[src/hw/char_tx_defines.svh]
// Timing and framing constants for the asynchronous character serializer.
// Assumes a single 20 MHz system clock.
`ifndef CHAR_TX_DEFINES_SVH
`define CHAR_TX_DEFINES_SVH

`define CLK_PERIOD_NS 50
`define SETUP_TIME_NS 50
`define SETUP_CYCLES ((`SETUP_TIME_NS + `CLK_PERIOD_NS - 1) / `CLK_PERIOD_NS)
`define SHORT_DATA_BITS 5
`define LONG_DATA_BITS 8
`define HALF_UNITS_PER_BIT 2
`define STOP_HALVES_1_0 2
`define STOP_HALVES_1_5 3
`define STOP_HALVES_2_0 4
`define FIFO_DEPTH 16
`define FIFO_WIDTH 8

`endif

[src/hw/char_tx_pkg.sv]
// Types shared by the character serializer files.
// Assumes char_tx_defines.svh holds the numeric constants.
package char_tx_pkg;
   typedef enum logic [1:0] {STOP_1_0, STOP_1_5, STOP_2_0} stop_len_t;
   typedef enum logic [1:0] {TX_IDLE, TX_DATA, TX_STOP, TX_HOLD} tx_state_t;
endpackage

[src/hw/async_char_serializer.sv]
// Asynchronous character serializer: parallel load, start bit, data, stop.
// Assumes rate_clk runs at twice the bit rate and all inputs are synchronous to clk.
`include "char_tx_defines.svh"

//Contract
// - Strap selects 5-bit or 8-bit characters
// - Frame is 7-8 or 10-11 units
// - Start bit, data bit 1 first, stop
// - Stop length strap 1.0, 1.5, 2.0
// - Done flag drops at stop start
// - Strobes act only when selected or bypassed
// - Query output low pulse when flag clear
// - Selected high clear input clears flag
// - Low direct clear input clears flag when bypass is low
// - Hold-off low delays next character start
// - Initialize clears shifter and control state
// - High data input sends as mark
// - Channel enable low suppresses loaded character in 8-bit mode
// - Active high from start to stop
module async_char_serializer #(
   parameter int DATA_W = `FIFO_WIDTH,
   parameter int DEPTH = `FIFO_DEPTH
) (
   input wire logic clk,
   input wire logic rst_n,
   input wire logic rate_clk,
   input wire logic long_char,
   input wire char_tx_pkg::stop_len_t stop_len,
   input wire logic [5:0] device_code_bits,
   input wire logic select_bypass_n,
   input wire logic query_strobe,
   input wire logic load_strobe,
   input wire logic clear_selected,
   input wire logic clear_direct_n,
   input wire logic hold_off_n,
   input wire logic init,
   input wire logic [DATA_W-1:0] char_data,
   input wire logic channel_enable,
   output logic load_ready,
   output logic serial_out,
   output logic active,
   output logic done_flag,
   output logic query_result_n
);
   import char_tx_pkg::*;

   // ----------------------------------------------------------------
   // Declarations
   // ----------------------------------------------------------------
   tx_state_t state;
   logic tick;
   logic selected;
   logic load_take;
   logic fifo_valid;
   logic fifo_ready;
   logic fifo_in_ready;
   logic [DATA_W-1:0] fifo_data;
   logic [DATA_W-1:0] shifter;
   logic [3:0] bit_left;
   logic [2:0] half_cnt;
   logic [2:0] stop_halves;
   logic enable_level;
   logic hold_latched;
   logic flag;
   logic line_bit;

   function automatic logic [2:0] stop_half_count(input stop_len_t len);
      unique case (len)
         STOP_1_0: stop_half_count = 3'(`STOP_HALVES_1_0);
         STOP_1_5: stop_half_count = 3'(`STOP_HALVES_1_5);
         STOP_2_0: stop_half_count = 3'(`STOP_HALVES_2_0);
         default: stop_half_count = 3'(`STOP_HALVES_2_0);
      endcase
   endfunction

   // ----------------------------------------------------------------
   // Device selection and strobes
   // ----------------------------------------------------------------
   assign selected = !select_bypass_n || (&device_code_bits);
   // In 5-bit mode data input 6 is the enable level
   assign enable_level = long_char ? channel_enable : char_data[5];
   assign load_take = load_strobe && selected && enable_level && fifo_in_ready;

   half_bit_tick u_tick (
      .clk(clk),
      .rst_n(rst_n),
      .rate_clk(rate_clk),
      .tick(tick)
   );

   char_fifo #(
      .WIDTH(DATA_W),
      .DEPTH(DEPTH)
   ) u_fifo (
      .clk(clk),
      .rst_n(rst_n),
      .flush(init),
      .in_valid(load_take),
      .in_ready(fifo_in_ready),
      .in_data(char_data),
      .out_valid(fifo_valid),
      .out_ready(fifo_ready),
      .out_data(fifo_data)
   );

   assign stop_halves = stop_half_count(stop_len);
   // Next frame starts on a half-bit tick when not held off
   assign fifo_ready = (state == TX_IDLE) && tick && hold_off_n && !init;

   // ----------------------------------------------------------------
   // Frame sequencer
   // ----------------------------------------------------------------
   always_ff @(posedge clk or negedge rst_n)
   begin
      if (!rst_n)
      begin
         state <= TX_IDLE;
         shifter <= '0;
         bit_left <= '0;
         half_cnt <= '0;
         line_bit <= 1'b1;
      end
      else if (init)
      begin
         state <= TX_IDLE;
         shifter <= '0;
         bit_left <= '0;
         half_cnt <= '0;
         line_bit <= 1'b1;
      end
      else if (tick)
      begin
         unique case (state)
            TX_IDLE:
            begin
               if (fifo_valid && hold_off_n)
               begin
                  shifter <= fifo_data;
                  line_bit <= 1'b0;
                  bit_left <= long_char ? 4'(`LONG_DATA_BITS) : 4'(`SHORT_DATA_BITS);
                  half_cnt <= 3'(`HALF_UNITS_PER_BIT - 1);
                  state <= TX_DATA;
               end
            end
            TX_DATA:
            begin
               if (half_cnt != '0)
               begin
                  half_cnt <= half_cnt - 1'b1;
               end
               else if (bit_left != '0)
               begin
                  line_bit <= shifter[0];
                  shifter <= {1'b0, shifter[DATA_W-1:1]};
                  bit_left <= bit_left - 1'b1;
                  half_cnt <= 3'(`HALF_UNITS_PER_BIT - 1);
               end
               else
               begin
                  line_bit <= 1'b1;
                  // Leaving stop and idle take one tick each before the next start, so count two fewer
                  half_cnt <= stop_halves - 3'd2;
                  state <= TX_STOP;
               end
            end
            TX_STOP:
            begin
               if (half_cnt != '0)
               begin
                  half_cnt <= half_cnt - 1'b1;
               end
               else
               begin
                  state <= hold_latched ? TX_HOLD : TX_IDLE;
               end
            end
            TX_HOLD:
            begin
               if (hold_off_n)
               begin
                  state <= TX_IDLE;
               end
            end
         endcase
      end
   end

   // Hold-off seen before the stop period blocks the next character
   always_ff @(posedge clk or negedge rst_n)
   begin
      if (!rst_n)
      begin
         hold_latched <= 1'b0;
      end
      else if (init || state == TX_IDLE)
      begin
         hold_latched <= 1'b0;
      end
      else if (state == TX_DATA && !hold_off_n)
      begin
         hold_latched <= 1'b1;
      end
   end

   // ----------------------------------------------------------------
   // Done flag: high means a character is pending or in flight
   // ----------------------------------------------------------------
   always_ff @(posedge clk or negedge rst_n)
   begin
      if (!rst_n)
      begin
         flag <= 1'b0;
      end
      else if (init)
      begin
         flag <= 1'b0;
      end
      else if (load_take)
      begin
         flag <= 1'b1;
      end
      else if (tick && state == TX_DATA && half_cnt == '0 && bit_left == '0)
      begin
         flag <= 1'b0;
      end
      else if (clear_selected && (&device_code_bits))
      begin
         flag <= 1'b0;
      end
      else if (!clear_direct_n && !select_bypass_n)
      begin
         flag <= 1'b0;
      end
   end

   // ----------------------------------------------------------------
   // Registered outputs
   // ----------------------------------------------------------------
   always_ff @(posedge clk or negedge rst_n)
   begin
      if (!rst_n)
      begin
         serial_out <= 1'b1;
         active <= 1'b0;
         done_flag <= 1'b0;
         query_result_n <= 1'b1;
         load_ready <= 1'b0;
      end
      else
      begin
         serial_out <= line_bit;
         active <= (state == TX_DATA);
         done_flag <= flag;
         // NAND of inverted done flag and gated strobe
         query_result_n <= !(query_strobe && selected && !flag);
         load_ready <= fifo_in_ready && !init;
      end
   end
endmodule

[src/hw/char_fifo.sv]
// Parameterised synchronous FIFO with valid/ready on both sides.
// Assumes one clock and an active-low asynchronous reset.
module char_fifo #(
   parameter int WIDTH = 8,
   parameter int DEPTH = 16
) (
   input wire logic clk,
   input wire logic rst_n,
   input wire logic flush,
   input wire logic in_valid,
   output logic in_ready,
   input wire logic [WIDTH-1:0] in_data,
   output logic out_valid,
   input wire logic out_ready,
   output logic [WIDTH-1:0] out_data
);
   localparam int AW = $clog2(DEPTH);
   logic [WIDTH-1:0] mem [DEPTH];
   logic [AW-1:0] wr_ptr;
   logic [AW-1:0] rd_ptr;
   logic [AW:0] count;
   logic push;
   logic pop;

   assign in_ready = (count != (AW+1)'(DEPTH));
   assign out_valid = (count != '0);
   assign out_data = mem[rd_ptr];
   assign push = in_valid && in_ready;
   assign pop = out_valid && out_ready;

   always_ff @(posedge clk)
   begin
      if (push)
      begin
         mem[wr_ptr] <= in_data;
      end
   end

   always_ff @(posedge clk or negedge rst_n)
   begin
      if (!rst_n)
      begin
         wr_ptr <= '0;
         rd_ptr <= '0;
         count <= '0;
      end
      else if (flush)
      begin
         wr_ptr <= '0;
         rd_ptr <= '0;
         count <= '0;
      end
      else
      begin
         if (push)
         begin
            wr_ptr <= (wr_ptr == AW'(DEPTH - 1)) ? '0 : wr_ptr + 1'b1;
         end
         if (pop)
         begin
            rd_ptr <= (rd_ptr == AW'(DEPTH - 1)) ? '0 : rd_ptr + 1'b1;
         end
         count <= count + (AW+1)'(push) - (AW+1)'(pop);
      end
   end
endmodule

[src/hw/half_bit_tick.sv]
// Detects rising edges of the external half-bit clock.
// Assumes the rate clock input is already synchronous to clk.
module half_bit_tick (
   input wire logic clk,
   input wire logic rst_n,
   input wire logic rate_clk,
   output logic tick
);
   logic rate_prev;

   always_ff @(posedge clk or negedge rst_n)
   begin
      if (!rst_n)
      begin
         rate_prev <= 1'b0;
      end
      else
      begin
         rate_prev <= rate_clk;
      end
   end

   // Pulse or square wave: one tick per rising edge
   assign tick = rate_clk && !rate_prev;
endmodule

[config.mk]
export PLATFORM = sky130hd
export DESIGN_NAME = async_char_serializer
export DESIGN_NICKNAME = d
export VERILOG_FILES = /design/src/hw/char_tx_pkg.sv /design/src/hw/async_char_serializer.sv /design/src/hw/char_fifo.sv /design/src/hw/half_bit_tick.sv
export VERILOG_INCLUDE_DIRS = /design/src /design/src/hw
export SDC_FILE = /design/constraint.sdc
export NUM_CORES = 1
export LEC_CHECK = 0
export BUFFER_PORTS_ARGS = -buffer_cell sky130_fd_sc_hd__buf_2
export CAP_MARGIN = 20
export CORE_ASPECT_RATIO = 0.8
export CORE_UTILIZATION = 40
export CTS_CLUSTER_DIAMETER = 50
export DETAILED_ROUTE_END_ITERATION = 6
export GPL_TIMING_DRIVEN = 0
export MAX_ROUTING_LAYER = met4
export SLEW_MARGIN = 25
export SYNTH_ARGS = -nofsm -noshare
export SYNTH_HDL_FRONTEND = slang
export SYNTH_SLANG_ARGS = --single-unit
[constraint.sdc]
create_clock -name clk -period 2.6 [get_ports clk]
set_input_delay 0.26 -clock clk [delete_from_list [all_inputs] [get_ports clk]]
set_output_delay 0.26 -clock clk [all_outputs]
set_load 0.1 [all_outputs]
==> summary.txt, run 1 <==
Floorplan
  • Initial Util: 0.410
  • Core region area: roughly 18,000 sq um
  • Die Y: 124 microns
  • Std-Cell Rows: 44
  • Number of top-level design ports: 33
  • Die Wd: 154 microns
  • Area of the die: 19,200 sq um

Worst setup path
  • WP data arrival: 2.93 ns
  • Endpoint kind of the worst setup timing path: flip-flop
  • Crit path launch type: flip-flop
  • Max FO, Critical Path: 3
  • Data required time of the critical path: between 2 and 3 ns
  • Type of the worst setup path: reg -> reg

Run status
  • Result of the run: finished, violations left
  • Violated checks: negative setup slack

Logic synthesis
  • Top cells by area in the synthesized netlist: sky130_fd_sc_hd__edfxtp_1 52%, sky130_fd_sc_hd__dfrtp_1 12%, sky130_fd_sc_hd__mux4_2 6.7%, sky130_fd_sc_hd__ha_1 3.2%, sky130_fd_sc_hd__mux2_2 2.0%
  • EDFF count, synth: roughly 130
  • Post-Syn Area: 7440 sq um
  • Synthesized netlist net count: 537
  • Synthesized flop and latch total: about 170
  • Synth cell types: 68
  • Async set-or-reset flop fraction in the synthesized netlist: 0.234
  • Dominant synthesized flop cell: sky130_fd_sc_hd__edfxtp_1
  • Post-Synthesis Mean Instance Area: 15.2 sq um
  • Sequential share of the synthesized area: 0.648
  • Fraction of synthesized cell area taken by the top area cell type: 0.517
  • Largest area contributor in the synthesized netlist: sky130_fd_sc_hd__edfxtp_1
  • Yosys warning total: 0
  • Post-synthesis instance total: 489

Timing
  • Setup Viol. Count Final: 1
  • Max-slew violation count: 0
  • Unrepaired setup endpoints after global routing: true
  • Total negative slack for setup checks: -0.0478 ns
  • Share of the clock period used by the worst path after layout: 1.02
  • Largest clock skew in the final design: between 0.01 and 0.015 ns
  • Slack of the critical path: -0.0478 ns
  • Final critical delay including setup and external delays: between 2 and 3 ns
  • Final count of hold timing violations: 0
  • Highest clock rate: 0.378 GHz
  • Actual transition at the worst max-transition pin: 0.813 ns
  • Remaining max-slew budget at the tightest pin: 0.450

Final layout
  • Ratio of cells with drive above 1 in the final layout: 0.280
  • Antenna Cells: 0
  • Number of nets in the final layout: 610
  • Core occupancy in the finished layout: 0.485
  • Layout filler cell count: 1,555
  • Post-route design area: just under 9000 sq um
  • Area Growth Syn to Fin: 18.3%

Placement
  • Place WS: -0.252 ns
  • Placed cell area: 8060 sq um
  • Number of buffers inserted by port buffering: 31
  • Final HPWL DP: 11.6 mm
  • Gpl congestion: 0.815

Routing
  • Average wire per cell in the routed design: 20.5 microns
  • Number of nets still failing antenna checks after routing: 0
  • Iteration-0 DRC Markers: 494
  • Vias per std cell: 5.66
  • Drt pass-1 iters: 5
  • Final routed DRC violation total: 0
  • Via Count: 4,554
  • Wirelength, routed: 16.5 mm

Power and ir drop
  • Part of the power in the clock network: 0.376
  • Internal power summed over all cells: 0.00466 W
  • IR Drop Worst-Case VDD: 0.498 mV
  • Pwr Density: 720 nW/um^2
  • Net Sw Power: 0.00167 W
  • Portion of total power attributed to sequential cells: 0.473
  • Combinational Power Share: 0.151
  • Leakage: 3.09 nW
  • Switching part of the total: 0.264

Clocking
  • CTS H-Tree Depth: 4
  • Clock-pin slew on the worst setup and hold paths: ~0.070 ns
  • Number of clock sinks seen by CTS: 167
  • Buffer cell driving the clock tree root: sky130_fd_sc_hd__clkbuf_16
  • CTS tree: built
  • Clock tree buffer depth: 2
  • Number of buffers created by CTS: 17
  • Insertion delay of the later-clocked pin in the worst-skew pair: 0.43 ns

Global route
  • Number of global-route vias before repair: 4,336
  • Global-route wire length before repair: 25.3 mm
  • Sum of overflow across all layers after global routing: 0
  • Maximum number of pins on one net before global-route repair: 40
  • All-Layer GR Usage: 0.189
  • Initial antenna violation count: 0

Worst hold path
  • Worst hold path type: in -> reg

Job
  • Maximum Capacitance Violations: 0
==> metrics by stage <==
stage / hold WS [ns] / power (W) / std cells
after detailed placement: 0.359 / 0.00392 / 760
final: 0.217 / 0.00634 / 804
after global routing: 0.215 / 0.00658 / 804
after CTS: 0.00231 / 0.00634 / 795
after global placement: 0.357 / 0.00388 / 750
after floorplan: -0.0356 / 0.00366 / 489
==> Yosys cell counts, types with 3 or more instances <==
library cell and count:
sky130_fd_sc_hd__mux4_2 22, sky130_fd_sc_hd__o21ai_0 8, sky130_fd_sc_hd__nor2b_1 12, sky130_fd_sc_hd__a221oi_1 6, sky130_fd_sc_hd__nand3_1 20, sky130_fd_sc_hd__a21oi_1 15, sky130_fd_sc_hd__buf_1 5, sky130_fd_sc_hd__nor4_1 7
sky130_fd_sc_hd__nor3_1 6, sky130_fd_sc_hd__inv_1 27, sky130_fd_sc_hd__mux2i_1 12, sky130_fd_sc_hd__o21a_1 3, sky130_fd_sc_hd__mux2_2 13, sky130_fd_sc_hd__edfxtp_1 128, sky130_fd_sc_hd__ha_1 19, sky130_fd_sc_hd__o211ai_1 4
sky130_fd_sc_hd__a32o_1 7, sky130_fd_sc_hd__clkbuf_1 12, sky130_fd_sc_hd__nor2_1 8, sky130_fd_sc_hd__nand2b_1 9, sky130_fd_sc_hd__nor4b_1 5, sky130_fd_sc_hd__o31ai_1 4, sky130_fd_sc_hd__a311o_1 3, sky130_fd_sc_hd__and4_1 8
sky130_fd_sc_hd__nand2_1 20, sky130_fd_sc_hd__a22oi_1 10, sky130_fd_sc_hd__dfstp_2 3, sky130_fd_sc_hd__buf_2 6, sky130_fd_sc_hd__dfrtp_1 36
==> worst max-delay path, cell delays in order (launching register included) <==
cell and delay, ns:
sky130_fd_sc_hd__dfrtp_1 0.39, sky130_fd_sc_hd__inv_2 0.09, sky130_fd_sc_hd__ha_4 0.13, sky130_fd_sc_hd__or4b_4 0.49, sky130_fd_sc_hd__nand3_4 0.12, sky130_fd_sc_hd__inv_4 0.04, sky130_fd_sc_hd__ha_4 0.21, sky130_fd_sc_hd__inv_4 0.05
sky130_fd_sc_hd__ha_4 0.13, sky130_fd_sc_hd__inv_2 0.04, sky130_fd_sc_hd__fa_2 0.35, sky130_fd_sc_hd__nor2b_2 0.13, sky130_fd_sc_hd__o21bai_1 0.09, sky130_fd_sc_hd__a21oi_1 0.17, sky130_fd_sc_hd__nor3b_2 0.06
==> cell type report <==
type / count / area (sq um) / area share
Buffer: 26 / 144 / 0.0163
Clock buffer: 19 / 433 / 0.0492
Tap cell: 230 / 288 / 0.0327
Multi-Input combinational cell: 267 / 2550 / 0.290
Timing Repair Buffer: 55 / 330 / 0.0375
Inverter: 28 / 114 / 0.0129
Sequential cell: 167 / 4820 / 0.548
Clock inverter: 12 / 119 / 0.0135
==> logic make-up (layout without fill, tap and decap cells) <==
| group | after synthesis | count (layout) | share of synthesized area |
|---|---|---|---|
| simple gates | 112 | 112 | 0.0886 |
| compound gates | 85 | 85 | 0.0896 |
| mux | 47 | 47 | 0.102 |
| fa+ha+maj | 20 | 20 | 0.0346 |
| flops | 167 | 167 | 0.648 |
| buf+inv | 55 | 140 | 0.0330 |
| xor+xnor | 3 | 3 | 0.00353 |
==> layout by cell type, fill, tap and decap left out, types with 5 or more instances in the layout <==
cell,synthesis,routed
sky130_fd_sc_hd__edfxtp_1,128,128
sky130_fd_sc_hd__buf_2,6,42
sky130_fd_sc_hd__dfrtp_1,36,36
sky130_fd_sc_hd__mux4_2,22,22
sky130_fd_sc_hd__inv_1,27,20
sky130_fd_sc_hd__nand2_1,20,20
sky130_fd_sc_hd__nand3_1,20,19
sky130_fd_sc_hd__buf_4,2,18
sky130_fd_sc_hd__clkbuf_16,0,17
sky130_fd_sc_hd__ha_1,19,16
sky130_fd_sc_hd__a21oi_1,15,15
sky130_fd_sc_hd__mux2_2,13,13
sky130_fd_sc_hd__clkbuf_1,12,12
sky130_fd_sc_hd__mux2i_1,12,12
sky130_fd_sc_hd__nor2b_1,12,11
sky130_fd_sc_hd__a22oi_1,10,10
sky130_fd_sc_hd__nand2b_1,9,9
sky130_fd_sc_hd__o21ai_0,8,8
sky130_fd_sc_hd__nor2_1,8,8
sky130_fd_sc_hd__and4_1,8,8
sky130_fd_sc_hd__a32o_1,7,7
sky130_fd_sc_hd__a221oi_1,6,6
sky130_fd_sc_hd__inv_6,0,6
sky130_fd_sc_hd__inv_2,0,5
sky130_fd_sc_hd__buf_1,5,5
==> routing by layer <==
layer / GRT usage / vias up / routed length (microns)
li1: - / 2070 / -
met3: 0.0435 / 12 / 861
met1: 0.275 / 2346 / 7970
met5: - / - / 0
met2: 0.269 / 126 / 7550
met4: 0.0427 / 0 / 133
==> worst paths after layout <==
kind	cells after the start	endpoint	from	slack, ns
min reg2reg	0	serial_out$_DFF_PN1_	line_bit$_DFFE_PN1P_	0.37
min	3	flag$_DFFE_PN0P_	clear_direct_n	0.22
min in group asynchronous	2	hold_latched$_DFFE_PN0P_	rst_n	0.36
max in group asynchronous	2	query_result_n$_DFF_PN1_	rst_n	1.85
max reg2reg	14	u_fifo.count[4]$_DFF_PN0_	u_fifo.count[2]$_DFF_PN0_	-0.05
max	14	u_fifo.count[4]$_DFF_PN0_	u_fifo.count[2]$_DFF_PN0_	-0.05
==> power by group through the flow <==
stage	clock (W)	combinational [W]	sequential (W)
4_1_cts	0.00243	0.000910	0.00300
5_1_grt	0.00253	0.00105	0.00300
3_5_place_dp	0	0.000863	0.00305
6_report	0.00238	0.000957	0.00300
3_3_place_gp	0	0.000830	0.00305
2_1_floorplan	0	0.000539	0.00312
==> sequential cells by signal (all words and copies together) (netlist names), 2 cells and up <==
register,count
shifter,8
u_fifo.mem,128
u_fifo.wr_ptr,4
half_cnt,3
bit_left,4
u_fifo.count,5
u_fifo.rd_ptr,4
state,2
==> what timing repair did <==
item,4_1_cts,5_1_grt
setup endpoints to repair,30,58
pin swaps,1,7
hold buffers,2,1
setup buffers,2,9
resized for setup,5,17
endpoints found under the hold margin,2,36
(Power assumes the default switching activity.)
==> inputs of run 2 (changes only) <==
--- a/config.mk
+++ b/config.mk
@@ -9,7 +9,7 @@
 export BUFFER_PORTS_ARGS = -buffer_cell sky130_fd_sc_hd__buf_2
 export CAP_MARGIN = 20
 export CORE_ASPECT_RATIO = 0.8
-export CORE_UTILIZATION = 40
+export CORE_UTILIZATION = 45
 export CTS_CLUSTER_DIAMETER = 50
 export DETAILED_ROUTE_END_ITERATION = 6
 export GPL_TIMING_DRIVEN = 0
==> run 2 against run 1 <==
Effect of this change: the flow still finishes with violations (negative setup slack); first-iteration DRC count down 15%; sequential power barely moved; via count up 0.48%; critical path depth unchanged; die area down 11%; critical path type unchanged; critical endpoint unchanged.
==> summary.txt, run 2 (synthesized netlist as in run 1, its figures left out) <==
Clocking
  • Clock-pin slew on the worst setup and hold paths: 0.07 ns (about the same)
  • CTS H-Tree Depth: 4 (unchanged)
  • Clock tree buffer depth: 2 (unchanged)
  • CTS tree: built
  • Number of buffers created by CTS: 17 (unchanged)
  • Buffer cell driving the clock tree root: sky130_fd_sc_hd__clkbuf_16
  • Number of clock sinks seen by CTS: 167 (unchanged)
  • Insertion delay of the later-clocked pin in the worst-skew pair: 0.42 ns (about the same)

Routing
  • Drt pass-1 iters: 5 (unchanged)
  • Final routed DRC violation total: 0 (unchanged)
  • Wirelength, routed: 16.6 mm (+0.42%)
  • Vias per std cell: 5.80 (+2.4%)
  • Average wire per cell in the routed design: 21.0 microns (+2.3%)
  • Number of nets still failing antenna checks after routing: 0 (unchanged)
  • Via Count: 4,576 (+0.48%)
  • Iteration-0 DRC Markers: 421 (-15%)

Power and ir drop
  • IR Drop Worst-Case VDD: 0.422 mV (-15%)
  • Leakage: 3.08 nW (-0.52%)
  • Pwr Density: 717 nW/um^2 (-0.41%)

Final layout
  • Antenna Cells: 0 (unchanged)
  • Sequential Area: 4820 sq um (unchanged)
  • Multi-input logic area: 2550 sq um (about the same)
  • Ratio of cells with drive above 1 in the final layout: 0.287 (+0.00697)
  • Number of nets in the final layout: 609 (-0.16%)
  • Flip-flop count of the largest register, all copies and words added: 128 (unchanged)
  • Count of placed standard cells in the final layout, fillers left out: 789 (-1.9%)
  • Most common cell after layout, fill and taps aside: sky130_fd_sc_hd__edfxtp_1
  • Register name with the most flops: u_fifo.mem
  • Area Growth Syn to Fin: 18.0%
  • Layout filler cell count: 1,285 (-17%)
  • Largest registers: u_fifo.mem (128), shifter (8), u_fifo.count (5)
  • Commonest cells after routing, fill and taps aside: 128 x sky130_fd_sc_hd__edfxtp_1, 44 x sky130_fd_sc_hd__buf_2, 36 x sky130_fd_sc_hd__dfrtp_1, 22 x sky130_fd_sc_hd__mux4_2

Run status
  • Violated checks: negative setup slack
  • Result of the run: finished, violations left

Worst setup path
  • Worst R2R Setup Slack: -0.04 ns (about the same)
  • Type of the worst setup path: reg -> reg
  • Max FO, Critical Path: 3 (unchanged)
  • CP peak stage delay: 0.49 ns (about the same)
  • Crit path launch type: flip-flop
  • Most numerous cell on the critical path: sky130_fd_sc_hd__inv_2
  • Endpoint kind of the worst setup timing path: flip-flop
  • WP data arrival: 2.93 ns (about the same)
  • Cell with the biggest individual delay on the critical path: sky130_fd_sc_hd__or4b_4
  • Crit path max-delay family: adder cells
  • Data required time of the critical path: 2.89 ns (about the same)
  • CP Buf/Inv Count: 4 (unchanged)
  • Cell Chain, Critical Path: inv_2 > ha_4 > or4b_4 > nand3_4 > inv_2 > ha_4 > inv_2 > ha_4 > inv_2 > fa_2 > nor2b_4 > o21bai_2 > a21oi_2 > nor3b_2

Floorplan
  • Initial Util: 0.466 (+0.0568)
  • Number of top-level design ports: 33 (unchanged)
  • Area of the die: 17,100 sq um (-11%)
  • Die Y: 117 microns (-5.6%)
  • Core region area: 16,000 sq um (-12%)
  • Std-Cell Rows: 41 (-6.8%)
  • Die Wd: 146 microns (-5.6%)

Timing
  • Max-slew violation count: 0 (unchanged)
  • Slack of the critical path: -0.0386 ns (+0.00916 ns)
  • Largest clock skew in the final design: 0.0119 ns (-0.00105 ns)
  • Share of the clock period used by the worst path after layout: 1.01 (-0.00352)
  • Unrepaired setup endpoints after global routing: true
  • Setup Viol. Count Final: 1 (unchanged)
  • Final count of hold timing violations: 0 (unchanged)
  • Remaining max-slew budget at the tightest pin: 0.464 (+0.0138)
  • Actual transition at the worst max-transition pin: 0.804 ns (-0.00924 ns)
  • Highest clock rate: 0.379 GHz (+0.35%)
  • Final critical delay including setup and external delays: 2.64 ns (-0.00916 ns)

Global route
  • Initial antenna violation count: 0 (unchanged)
  • Number of global-route vias before repair: 4,393 (+1.3%)
  • Global-route wire length before repair: 25.4 mm (+0.49%)
  • Maximum number of pins on one net before global-route repair: 40 (unchanged)
  • Sum of overflow across all layers after global routing: 0 (unchanged)
  • All-Layer GR Usage: 0.213 (+0.0240)

Placement
  • Number of placed cells counting well taps: 747 (-1.7%)
  • Gpl congestion: 0.791 (-3.0%)
  • Number of buffers inserted by port buffering: 31 (unchanged)
  • Place WS: -0.306 ns (-0.0545 ns)
  • Final HPWL DP: 11.6 mm (about the same)

Worst hold path
  • Worst hold path type: in -> reg

Job
  • Maximum Capacitance Violations: 0 (unchanged)
## run 2: per-layer routing
| metal | routed length (microns) | GRT usage | up-vias |
|---|---|---|---|
| li1 | - | - | 2083 |
| met1 | 8150 | 0.306 | 2360 |
| met2 | 7500 | 0.302 | 121 |
| met3 | 759 | 0.0415 | 12 |
| met4 | 170 | 0.0737 | 0 |
| met5 | 0 | - | - |
## run 2: area by class of cell
type                    instances  share of cell area
clock inverters                15              0.0147
repair buffers                 53              0.0368
clock buffers                  17              0.0484
multi-input cells             267               0.291
well taps                     215              0.0306
plain buffers                  27              0.0168
inverters                      28              0.0124
flip-flops and latches        167               0.549
## run 2: final timing paths
| check | from | to | cells past startpoint |
|---|---|---|---|
| min in group asynchronous | rst_n | state[0]$_DFFE_PN0P_ | 2 |
| max in group asynchronous | rst_n | query_result_n$_DFF_PN1_ | 3 |
| setup / recovery | u_fifo.count[3]$_DFF_PN0_ | u_fifo.count[4]$_DFF_PN0_ | 14 |
| hold / removal | char_data[7] | u_fifo.mem[3][7]$_DFFE_PP_ | 1 |
| setup reg to reg | u_fifo.count[3]$_DFF_PN0_ | u_fifo.count[4]$_DFF_PN0_ | 14 |
| hold reg to reg | line_bit$_DFFE_PN1P_ | serial_out$_DFF_PN1_ | 0 |
## run 2: where the power goes
group	internal, W	total, W	switching [W]
combinational	0.000373	0.000938	0.000565
clock	0.00132	0.00235	0.00104
sequential	0.00295	0.00300	0.0000509
## run 2: stage by stage
stage / setup TNS [ns] / instance area, sq um / util / power [W] / hold WS (ns)
2_1_floorplan: 0 / 7490 / - / 0.00366 / -0.0356
3_3_place_gp: -63.18 / 7920 / 0.496 / 0.00387 / 0.357
3_5_place_dp: -3.95 / 8050 / 0.505 / 0.00390 / 0.366
4_1_cts: -1.18 / 8650 / 0.542 / 0.00627 / 0.00194
5_1_grt: -0.336 / 8780 / 0.550 / 0.00653 / 0.216
6_report: -0.0386 / 8780 / 0.550 / 0.00629 / 0.221
## run 2: what timing repair did
| action | 4_1_cts | 5_1_grt |
|---|---|---|
| endpoints found under the setup margin | 19 | 60 |
| pin swaps | 0 | 4 |
| resized for setup | 6 | 16 |
| endpoints found under the hold margin | 2 | 10 |
| gates cloned | 0 | 0 |
| setup buffers | 0 | 6 |
| hold buffers | 2 | 1 |
## run 2: worst register-to-register path, stage by stage (launching register included)
cell and delay [ns]:
sky130_fd_sc_hd__dfrtp_1 0.40, sky130_fd_sc_hd__inv_2 0.09, sky130_fd_sc_hd__ha_4 0.13, sky130_fd_sc_hd__or4b_4 0.49, sky130_fd_sc_hd__nand3_4 0.09, sky130_fd_sc_hd__inv_2 0.04
sky130_fd_sc_hd__ha_4 0.20, sky130_fd_sc_hd__inv_2 0.06, sky130_fd_sc_hd__ha_4 0.13, sky130_fd_sc_hd__inv_2 0.04, sky130_fd_sc_hd__fa_2 0.38, sky130_fd_sc_hd__nor2b_4 0.14
sky130_fd_sc_hd__o21bai_2 0.10, sky130_fd_sc_hd__a21oi_2 0.15, sky130_fd_sc_hd__nor3b_2 0.06
